<file path="src/common/pei_pkg.sv">
// Constants, register map and field layout of the protection event and interrupt block.
// Assumes a 50 MHz clock and a classic Wishbone slave with 32-bit data.
// Behaviour
// In power-save, scan cells one to fourteen automatically at the chosen interval.
// Clearing power-save mid-scan lets the running scan finish through the last cell.
// Host checks cell start bit is clear after leaving power-save before measuring.
// Automatic power-save scans still set the cell completion request.
// Host clears the cell completion interrupt enable before entering power-save.
// Completed measurements and errors drive the active-low interrupt pin.
// Two enable registers gate sources; two pending registers read and clear by write.
// Cell measurement finish stores results and raises the cell completion request.
// Current measurement finish stores result and raises the current completion request.
// Temperature finish stores results and raises the temperature completion request.
// Count overvoltage scans; at programmed count raise request and clear charge enable.
// Short circuit with delay pin tripped raises request and clears both FET_CTRL_REG enables.
// CRC mismatch raises the CRC request and discards that transfer's data.
// Internal clock halt for a set period raises request and clears both FET_CTRL_REG enables.
// No register access beyond the watchdog period raises watchdog request and interrupt.
// Two consecutive watchdog overflows also clear both FET_CTRL_REG enables.
// A register access failing CRC does not restart the watchdog counter.
// Protection-cleared FET_CTRL_REG enables stay cleared until the host rewrites them.
// Interrupt pin stays low while any enabled request is pending.
package pei_pkg;
   localparam int ADDR_W = 4;
   // Word byte addresses
   localparam logic [ADDR_W-1:0] A_CTRL   = 4'h0; // power save, start bits, FET_CTRL_REG enables
   localparam logic [ADDR_W-1:0] A_OVSET  = 4'h4; // scan interval, delay count
   localparam logic [ADDR_W-1:0] A_IRQEN  = 4'h8; // enable a (low byte), b (next byte)
   localparam logic [ADDR_W-1:0] A_IRQPND = 4'hC; // pending a and b, write one to clear
   // Control fields
   localparam int B_PSAVE = 0;
   localparam int B_CELL  = 1;
   localparam int B_CUR   = 2;
   localparam int B_TEMP  = 3;
   localparam int B_CHG   = 4;
   localparam int B_DIS   = 5;
   localparam int B_WDP   = 8;   // two-bit watchdog period field
   localparam int W_WDP   = 2;
   // Setup fields
   localparam int B_SLT   = 0;   // two-bit scan interval field
   localparam int W_SLT   = 2;
   localparam int B_CNT   = 4;   // four-bit delay count field
   localparam int W_CNT   = 4;
   // Event bits: group a is measurement done, group b is faults
   localparam int E_CELL = 0;
   localparam int E_CUR  = 1;
   localparam int E_TEMP = 2;
   localparam int E_OV   = 8;
   localparam int E_SC   = 9;
   localparam int E_CRC  = 10;
   localparam int E_CLK  = 11;
   localparam int E_WDT  = 12;
   localparam int N_EV   = 16;
   localparam logic [N_EV-1:0] EV_MASK = 16'h1F07;
   localparam int NUM_CELLS = 14;
   // Timing
   localparam int CLK_MHZ       = 50;
   localparam int SCAN_BASE_MS  = 100;  // scan interval unit
   localparam int WDT_BASE_MS   = 250;  // watchdog period unit
   localparam int CELL_US       = 2000; // per-cell measurement time
   localparam int CELL_CYC      = CELL_US * CLK_MHZ;
   localparam int SCAN_BASE_CYC = SCAN_BASE_MS * 1000 * CLK_MHZ;
   localparam int WDT_BASE_CYC  = WDT_BASE_MS * 1000 * CLK_MHZ;
endpackage

</file>
<file path="src/rtl/pei_core.sv">
// Event capture, interrupt gating, scan sequencing, overvoltage and watchdog logic.
// Assumes analog comparators and measurement engines drive the done and fault inputs
// synchronous to clk_i; the SPI framing feeds reg_access_i and crc_err_i.
`timescale 1ns/100ps
`default_nettype none
module pei_core
   import pei_pkg::*;
#(
   parameter int CELL_CYCLES = CELL_CYC,
   parameter int SCAN_UNIT   = SCAN_BASE_CYC,
   parameter int WDT_UNIT    = WDT_BASE_CYC
) (
   input  wire logic              clk_i,
   input  wire logic              rst_i,
   input  wire logic [ADDR_W-1:0] wb_adr_i,
   input  wire logic [31:0]       wb_dat_i,
   input  wire logic [3:0]        wb_sel_i,
   input  wire logic              wb_we_i,
   input  wire logic              wb_cyc_i,
   input  wire logic              wb_stb_i,
   output logic [31:0]            wb_dat_o,
   output logic                   wb_ack_o,
   input  wire logic              cell_done_i,
   input  wire logic              cell_over_i,
   input  wire logic              cur_done_i,
   input  wire logic              temp_done_i,
   input  wire logic              short_over_i,
   input  wire logic              short_delay_cap_pin_i,
   input  wire logic              crc_err_i,
   input  wire logic              clk_halt_i,
   input  wire logic              reg_access_i,
   output logic                   cell_conv_o,
   output logic [3:0]             cell_sel_o,
   output logic                   discard_o,
   output logic                   charge_enable_o,
   output logic                   discharge_enable_o,
   output logic                   irq_n_o
);
   typedef enum logic [1:0] {PEI_IDLE, PEI_CONV, PEI_NEXT} pei_scan_t;

   logic              power_save_bit;
   logic              cell_meas_start;
   logic              current_meas_start;
   logic              temp_meas_start;
   logic [W_WDP-1:0]  wdp;
   logic [W_SLT-1:0]  slt;
   logic [W_CNT-1:0]  cnt_set;
   logic [N_EV-1:0]   irq_en;
   logic [N_EV-1:0]   pend;
   logic [N_EV-1:0]   ev;
   pei_scan_t         scan_st;
   logic [3:0]        cell_idx;
   logic              scan_ovr;
   logic [W_CNT-1:0]  ov_cnt;
   logic [31:0]       tmr;
   logic [31:0]       wdt_cnt;
   logic              wdt_once;
   logic              scan_done;
   logic              scan_fire;
   logic              wdt_ovf;
   logic              ov_hit;
   logic              wr;
   logic              rd;

   // Byte-lane merge for writes
   function automatic logic [31:0] merge(input logic [31:0] old, input logic [31:0] d,
                                         input logic [3:0] sel);
      logic [31:0] r;
      r = old;
      for (int i = 0; i < 4; i++) begin
         if (sel[i]) r[i*8 +: 8] = d[i*8 +: 8];
      end
      return r;
   endfunction

   // Writes land at the edge where the master samples ack high
   assign wr = wb_cyc_i && wb_stb_i && wb_we_i && wb_ack_o;
   assign rd = wb_cyc_i && wb_stb_i && !wb_we_i && !wb_ack_o;

   // Single-wait-state acknowledge; every address answers, unmapped reads zero
   always_ff @(posedge clk_i) begin
      if (rst_i) wb_ack_o <= 1'b0;
      else       wb_ack_o <= wb_cyc_i && wb_stb_i && !wb_ack_o;
   end

   // Read data registered
   always_ff @(posedge clk_i) begin
      if (rst_i) begin
         wb_dat_o <= 32'h0;
      end else if (rd) begin
         unique case (wb_adr_i)
            A_CTRL:   wb_dat_o <= {22'h0, wdp, 2'h0, discharge_enable_o, charge_enable_o,
                                   temp_meas_start, current_meas_start, cell_meas_start,
                                   power_save_bit};
            A_OVSET:  wb_dat_o <= {24'h0, cnt_set, 2'h0, slt};
            A_IRQEN:  wb_dat_o <= {16'h0, irq_en};
            A_IRQPND: wb_dat_o <= {16'h0, pend};
            default:  wb_dat_o <= 32'h0;
         endcase
      end
   end

   // Control register; start bits self-clear when their measurement ends
   always_ff @(posedge clk_i) begin
      logic [31:0] m;
      m = merge({22'h0, wdp, 2'h0, discharge_enable_o, charge_enable_o, temp_meas_start,
                 current_meas_start, cell_meas_start, power_save_bit}, wb_dat_i, wb_sel_i);
      if (rst_i) begin
         power_save_bit     <= 1'b0;
         cell_meas_start    <= 1'b0;
         current_meas_start <= 1'b0;
         temp_meas_start    <= 1'b0;
         charge_enable_o    <= 1'b0;
         discharge_enable_o <= 1'b0;
         wdp                <= '0;
      end else begin
         if (wr && wb_adr_i == A_CTRL && !crc_err_i) begin
            power_save_bit     <= m[B_PSAVE];
            cell_meas_start    <= m[B_CELL] & ~m[B_PSAVE];
            current_meas_start <= m[B_CUR] & ~m[B_PSAVE];
            temp_meas_start    <= m[B_TEMP] & ~m[B_PSAVE];
            charge_enable_o    <= m[B_CHG];
            discharge_enable_o <= m[B_DIS];
            wdp                <= m[B_WDP +: W_WDP];
         end
         // Start bit is set at every scan launch, automatic ones too; a host CTRL write mid-scan can clear it
         if (scan_fire)   cell_meas_start    <= 1'b1;
         if (scan_done)   cell_meas_start    <= 1'b0;
         if (cur_done_i)  current_meas_start <= 1'b0;
         if (temp_done_i) temp_meas_start    <= 1'b0;
         // Protection wins over a same-cycle host write
         if (ov_hit) charge_enable_o <= 1'b0;
         if (short_over_i && short_delay_cap_pin_i || clk_halt_i
             || (wdt_ovf && wdt_once)) begin
            charge_enable_o    <= 1'b0;
            discharge_enable_o <= 1'b0;
         end
      end
   end

   // Setup and enable registers
   always_ff @(posedge clk_i) begin
      logic [31:0] ms;
      logic [31:0] me;
      ms = merge({24'h0, cnt_set, 2'h0, slt}, wb_dat_i, wb_sel_i);
      me = merge({16'h0, irq_en}, wb_dat_i, wb_sel_i);
      if (rst_i) begin
         slt     <= '0;
         cnt_set <= '0;
         irq_en  <= '0;
      end else if (wr && !crc_err_i) begin
         if (wb_adr_i == A_OVSET) begin
            slt     <= ms[B_SLT +: W_SLT];
            cnt_set <= ms[B_CNT +: W_CNT];
         end
         if (wb_adr_i == A_IRQEN)
            irq_en <= me[N_EV-1:0] & EV_MASK;
      end
   end

   // Cell scan sequencer: host start, or periodic in power save
   assign scan_fire = (scan_st == PEI_IDLE)
                      && ((cell_meas_start && !power_save_bit)
                          || (power_save_bit && tmr == 32'h0));
   always_ff @(posedge clk_i) begin
      if (rst_i) begin
         scan_st  <= PEI_IDLE;
         cell_idx <= '0;
         tmr      <= '0;
      end else begin
         unique case (scan_st)
            PEI_IDLE: begin
               if (power_save_bit && tmr != 32'h0) tmr <= tmr - 32'h1;
               if (scan_fire) begin
                  cell_idx <= '0;
                  scan_st  <= PEI_CONV;
                  tmr      <= 32'(SCAN_UNIT) * (32'(slt) + 32'h1);
               end
            end
            PEI_CONV: if (cell_done_i) scan_st <= PEI_NEXT;
            // Leaving power save does not abort here; the scan runs to the end
            PEI_NEXT: begin
               if (cell_idx == 4'(NUM_CELLS - 1)) scan_st <= PEI_IDLE;
               else begin
                  cell_idx <= cell_idx + 4'h1;
                  scan_st  <= PEI_CONV;
               end
            end
         endcase
      end
   end
   assign scan_done   = scan_st == PEI_NEXT && cell_idx == 4'(NUM_CELLS - 1);
   assign cell_conv_o = scan_st == PEI_CONV;
   assign cell_sel_o  = cell_idx;

   // Any cell over threshold during the scan marks it overvoltage
   always_ff @(posedge clk_i) begin
      if (rst_i) scan_ovr <= 1'b0;
      else if (scan_fire) scan_ovr <= 1'b0;
      else if (scan_st == PEI_CONV && cell_done_i && cell_over_i) scan_ovr <= 1'b1;
   end

   // Consecutive overvoltage scan counter; a clean scan restarts it
   // A zero delay count never trips, even when the counter wraps
   assign ov_hit = scan_done && scan_ovr && cnt_set != '0 && (ov_cnt + 4'h1 == cnt_set);
   always_ff @(posedge clk_i) begin
      if (rst_i) ov_cnt <= '0;
      else if (scan_done) ov_cnt <= scan_ovr ? ov_cnt + 4'h1 : '0;
   end

   // Watchdog; halted in power save, kept alive only by CRC-clean accesses
   assign wdt_ovf = !power_save_bit && wdt_cnt >= WDT_UNIT * (32'(wdp) + 32'h1);
   always_ff @(posedge clk_i) begin
      if (rst_i) begin
         wdt_cnt  <= '0;
         wdt_once <= 1'b0;
      end else if ((reg_access_i && !crc_err_i) || wdt_ovf) begin
         wdt_cnt  <= '0;
         wdt_once <= wdt_ovf;
      end else if (!power_save_bit) begin
         wdt_cnt <= wdt_cnt + 32'h1;
      end
   end

   assign discard_o = crc_err_i;

   // Event vector; power-save scans also report completion
   always_comb begin
      ev         = '0;
      ev[E_CELL] = scan_done;
      ev[E_CUR]  = cur_done_i;
      ev[E_TEMP] = temp_done_i;
      ev[E_OV]   = ov_hit;
      ev[E_SC]   = short_over_i && short_delay_cap_pin_i;
      ev[E_CRC]  = crc_err_i;
      ev[E_CLK]  = clk_halt_i;
      ev[E_WDT]  = wdt_ovf;
   end

   // Sticky pending bits, set beats write-one-to-clear
   always_ff @(posedge clk_i) begin
      logic [31:0] clr;
      clr = merge(32'h0, wb_dat_i, wb_sel_i);
      if (rst_i) pend <= '0;
      else if (wr && wb_adr_i == A_IRQPND && !crc_err_i)
         pend <= (pend & ~clr[N_EV-1:0]) | ev;
      else pend <= pend | ev;
   end

   // Level interrupt, active low
   assign irq_n_o = ~|(pend & irq_en);

   property p_ev_sticky;
      @(posedge clk_i) disable iff (rst_i) (ev & irq_en) != 0 |=> !irq_n_o;
   endproperty
   a_ev_sticky: assert property (p_ev_sticky) else $error("enabled event did not assert irq");
   property p_irq_hold;
      @(posedge clk_i) disable iff (rst_i) (pend & irq_en) != 0 |-> !irq_n_o;
   endproperty
   a_irq_hold: assert property (p_irq_hold) else $error("irq released while pending");
   property p_cell_done;
      @(posedge clk_i) disable iff (rst_i) scan_done |=> pend[E_CELL] && !cell_meas_start;
   endproperty
   a_cell_done: assert property (p_cell_done) else $error("cell completion not flagged");
   property p_ov_chg;
      @(posedge clk_i) disable iff (rst_i) ov_hit |=> !charge_enable_o && pend[E_OV];
   endproperty
   a_ov_chg: assert property (p_ov_chg) else $error("overvoltage kept charge on");
   property p_sc;
      @(posedge clk_i) disable iff (rst_i)
         short_over_i && short_delay_cap_pin_i |=> !charge_enable_o && !discharge_enable_o;
   endproperty
   a_sc: assert property (p_sc) else $error("short did not clear FETs");
   property p_clk;
      @(posedge clk_i) disable iff (rst_i)
         clk_halt_i |=> pend[E_CLK] && !charge_enable_o && !discharge_enable_o;
   endproperty
   a_clk: assert property (p_clk) else $error("clock halt not handled");
   property p_wdt;
      @(posedge clk_i) disable iff (rst_i) wdt_ovf |=> pend[E_WDT] && wdt_cnt == 0;
   endproperty
   a_wdt: assert property (p_wdt) else $error("watchdog overflow not flagged");
   property p_wdt2;
      @(posedge clk_i) disable iff (rst_i)
         wdt_ovf && wdt_once |=> !charge_enable_o && !discharge_enable_o;
   endproperty
   a_wdt2: assert property (p_wdt2) else $error("double overflow kept FETs on");
   property p_crc;
      @(posedge clk_i) disable iff (rst_i)
         crc_err_i && !wdt_ovf && !power_save_bit |=> wdt_cnt == $past(wdt_cnt) + 1;
   endproperty
   a_crc: assert property (p_crc) else $error("crc error restarted watchdog");
   property p_ps_run;
      @(posedge clk_i) disable iff (rst_i)
         scan_st == PEI_NEXT && cell_idx != 4'(NUM_CELLS - 1) |=> scan_st == PEI_CONV;
   endproperty
   a_ps_run: assert property (p_ps_run) else $error("scan aborted before last cell");
   c_ps_scan: cover property (@(posedge clk_i) disable iff (rst_i) power_save_bit && scan_done);
   c_ov: cover property (@(posedge clk_i) disable iff (rst_i) ov_hit);
   c_wdt2: cover property (@(posedge clk_i) disable iff (rst_i) wdt_ovf && wdt_once);
endmodule
`default_nettype wire

</file>
<file path="config.mk">
export PLATFORM = sky130hd
export DESIGN_NAME = pei_core
export DESIGN_NICKNAME = d
export VERILOG_FILES = /design/src/common/pei_pkg.sv /design/src/rtl/pei_core.sv
export SDC_FILE = /design/constraint.sdc
export NUM_CORES = 1
export LEC_CHECK = 0
export BUFFER_PORTS_ARGS = -buffer_cell sky130_fd_sc_hd__buf_2
export CORE_MARGIN = 1.5
export CORE_UTILIZATION = 50
export CTS_BUF_LIST = sky130_fd_sc_hd__clkbuf_8
export DETAILED_ROUTE_END_ITERATION = 10
export GPL_TIMING_DRIVEN = 0
export HOLD_SLACK_MARGIN = 0.02
export PLACE_DENSITY_LB_ADDON = 0.3
export RECOVER_POWER = 25
export SYNTH_ARGS = -nofsm -noshare
export SYNTH_HDL_FRONTEND = slang
export SYNTH_SLANG_ARGS = --single-unit
</file>
<file path="constraint.sdc">
create_clock -name clk_i -period 9.4 [get_ports clk_i]
set_input_delay 0.47 -clock clk_i [delete_from_list [all_inputs] [get_ports clk_i]]
set_output_delay 0.47 -clock clk_i [all_outputs]
set_load 0.01 [all_outputs]
</file>
==> impl_metrics.yaml <==
status:
  status: "complete, no violations"
yosys:
  yosys_warnings: 0
  ys_types: 73
  syn_area_per_cell_um2: 8.66
  synth_area_um2: 7190
  synth_cells: 830
  synth_edf_count: 0
  yosysSeqAreaShare_pct: 36.5
  synth-seq-cells: 131
  async_flop_share_pct: 0
  synth_ff_type: "dfxtp_1"
sta:
  timing.final.crit_period_ps: 4030
  setup_tns_ps: 0
  slew_violations: 0
  hold_viol_final: 0
  tightest_slew_ps: 919
  rsz0062_at_grt: "no"
  skew_ps: 8.91
  fmaxAchievable_ghz: 0.248
  relSlewSlack_pct: 37.1
  setup_viol: 0
  post-route-period-util_pct: 42.8
floorplan:
  die_w_um: 123
  die_h_um: 123
  ios: 96
  num_rows: 43
  coreArea_um2: 13900
  fp.dieArea_um2: 15100
  initial_core_util_pct: 51.6
setup_path:
  crit_chain: "inv_1 > ha_1 > xnor2_1 > ha_1 > a21o_1 > a21oi_1 > xnor2_1 > ha_1 > or3_1 > a211oi_1 > o211ai_1 > a21bo_2 > buf_2 > buf_4 > nor2_1"
  worstPathMaxFanout: 12
  cp.arrival_ps: 4410
  crit_top_cell: "ha_1"
  max_stage_delay_ps: 640
  rr_worst_depth: 15
  start_kind: "register"
  cp-end-kind: "register"
  critPathKind: "reg2reg"
  slowest_stage: "dfxtp_1"
  required_ps: 9780
clock_network:
  cts_setup_buffers: 0
  cts_hold_buf: 0
  numCtsBuffers: 17
  clk_pin_slew_ps: 80
  cts_resized: 0
  htreeDepth: 4
  cts_tree: "built"
  ctsRootBufferMaster: "clkbuf_8"
  clkLatencyLatePin_ps: 450
  clock_path_buffers: 2
  clock-sinks: 131
global_routing:
  grt_pass1_wl_mm: 28.9
  grt_max_degree: 17
  grt_pass1_vias: 5888
  overflow: 0
  grt_antenna_before_repair: 0
  grt_usage_pct: 24.6
detailed_routing:
  viasPerCell: 5.65
  antenna_left: 0
  drt-total-wl_mm: 18.1
  post-route-drc-count: 0
  dr.pass1.iters: 5
  routedWlPerCell_um: 16.2
  via_count: 6304
  drt-initial-drc-count: 505
power_and_ir_drop:
  p_leak_nw: 3.30
  max-vdd-ir-drop_mv: 0.155
  p_per_area_nw_per_um2: 147
  finalPower_mw: 1.20
layout:
  area_growth_pct: 13.7
  multi_input_area_um2: 4230
  diodes: 0
  final_common_cell: "dfxtp_1"
  final_cell_mix: "dfxtp_1 (131), nor2_1 (117), nand2_1 (58)"
  seqCellArea_um2: 2620
  drive_gt1_share_pct: 12.6
  fin_nets: 1019
  fillerInstances: 1268
place:
  hpwl_mm: 13.2
  io_buffers: 58
  gp_congestion: 0.866
job:
  cap_violations: 0
min_path:
  min_path_type: "in2reg"
  hold-path-cell-count: 2
==> worst max-delay path, delay by kind of cell, from the launching register on <==
family	cells	cell delay, ps
AO/OA/AOI/OAI	5	1070
XOR/XNOR	2	250
adder cells (fa/ha/maj)	3	970
buffers and inverters	3	550
flip-flops	1	640
AND/OR/NAND/NOR	2	480
==> per-stage QoR <==
step | util [%] | worst slack, ps | instances | hold WS [ps] | instance area, um2
5_1_grt | 58.7 | 5120 | 1115 | 147 | 8180
4_1_cts | 58.9 | 5380 | 1115 | 152 | 8210
3_5_place_dp | 55.7 | 5400 | 1083 | 444 | 7760
2_1_floorplan | - | 5960 | 845 | 426 | 7250
6_report | 58.7 | 5370 | 1115 | 178 | 8180
3_3_place_gp | 55.7 | 5420 | 1083 | 436 | 7760
==> worst paths after layout <==
path                              endpoint  slack (ps)                  start
setup reg to reg  wdt_cnt[16]$_SDFFE_PP0N_        5370    wdp[0]$_SDFFE_PP0P_
setup / recovery  wdt_cnt[16]$_SDFFE_PP0N_        5370    wdp[0]$_SDFFE_PP0P_
hold reg to reg      pend[14]$_SDFFE_PP0P_         460  pend[14]$_SDFFE_PP0P_
hold / removal       pend[14]$_SDFFE_PP0P_         180           wb_dat_i[14]
==> Yosys cell counts (3+ instances only) <==
cell type | instances | area, um2
a21oi_1 | 42 | 210
o32ai_1 | 3 | 26.3
and4_1 | 8 | 70.1
buf_6 | 5 | 56.3
nor3b_1 | 3 | 22.5
nor2_1 | 117 | 439
o21a_1 | 4 | 30.0
and2_1 | 8 | 50.1
nand4_1 | 18 | 113
o2111ai_1 | 3 | 26.3
or2_2 | 3 | 18.8
nor3_1 | 32 | 160
nor4_1 | 12 | 75.1
nor2b_1 | 7 | 43.8
a21boi_0 | 3 | 22.5
a211oi_1 | 10 | 75.1
a31oi_1 | 6 | 37.5
or4_1 | 4 | 30.0
buf_2 | 3 | 15.0
nand2b_1 | 17 | 106
a22oi_1 | 19 | 143
xnor2_1 | 29 | 254
ha_1 | 43 | 538
and3_1 | 8 | 50.1
clkbuf_1 | 20 | 75.1
inv_1 | 21 | 78.8
a22o_1 | 3 | 26.3
nand3_1 | 28 | 140
buf_4 | 20 | 150
nand2_1 | 58 | 218
dfxtp_1 | 131 | 2620
mux2_2 | 5 | 56.3
buf_1 | 5 | 18.8
a21o_1 | 3 | 22.5
xor2_1 | 35 | 307
mux2i_1 | 30 | 300
o21ai_0 | 9 | 45.0
or3_1 | 10 | 62.6
nand3b_1 | 3 | 22.5
==> kinds of logic (layout without fill, tap and decap cells) <==
kind of cell,count (synthesis),in the layout,share of synthesized area (%)
flip-flops,131,131,36.5
other,1,16,0.0522
multiplexers,37,37,5.59
AND/OR/NAND/NOR,356,356,25.4
buffers and inverters,74,164,5.48
AO/OA/AOI/OAI,124,124,11.7
XOR/XNOR,64,64,7.80
adder cells (fa/ha/maj),43,43,7.48
==> sequential cells by signal, indices dropped and copies added (netlist names), 2 cells and up <==
name        flops
irq_en          8
pend           16
cnt_set         4
wdt_cnt        32
scan_st         2
wb_dat_o       16
wdp             2
ov_cnt          4
cell_sel_o      4
tmr            32
slt             2
==> per-layer routing <==
layer / share of wire [%] / vias up / GRT usage [%]
met5: 0 / - / 0
met4: 1.6 / 0 / 9.59
met3: 5.9 / 30 / 5.67
met1: 45 / 2977 / 31.2
li1: - / 3104 / -
met2: 48 / 193 / 40.4
==> final cells by class <==
class | count | share of cell area (%)
Sequential cell | 131 | 32.1
Inverter | 21 | 0.964
Timing Repair Buffer | 58 | 3.18
Clock inverter | 14 | 2.46
Multi-Input combinational cell | 640 | 51.7
Buffer | 53 | 3.82
Tap cell | 180 | 2.75
Clock buffer | 18 | 3.03
==> report_power, final <==
group	internal, mW	total [mW]	leakage, nW	switching [mW]
Sequential	0.559	0.564	1.06	0.00485
Combinational	0.0382	0.0971	2.01	0.0589
Clock	0.300	0.539	0.226	0.238
Total	0.898	1.20	3.30	0.302
(Power assumes the default switching activity.)
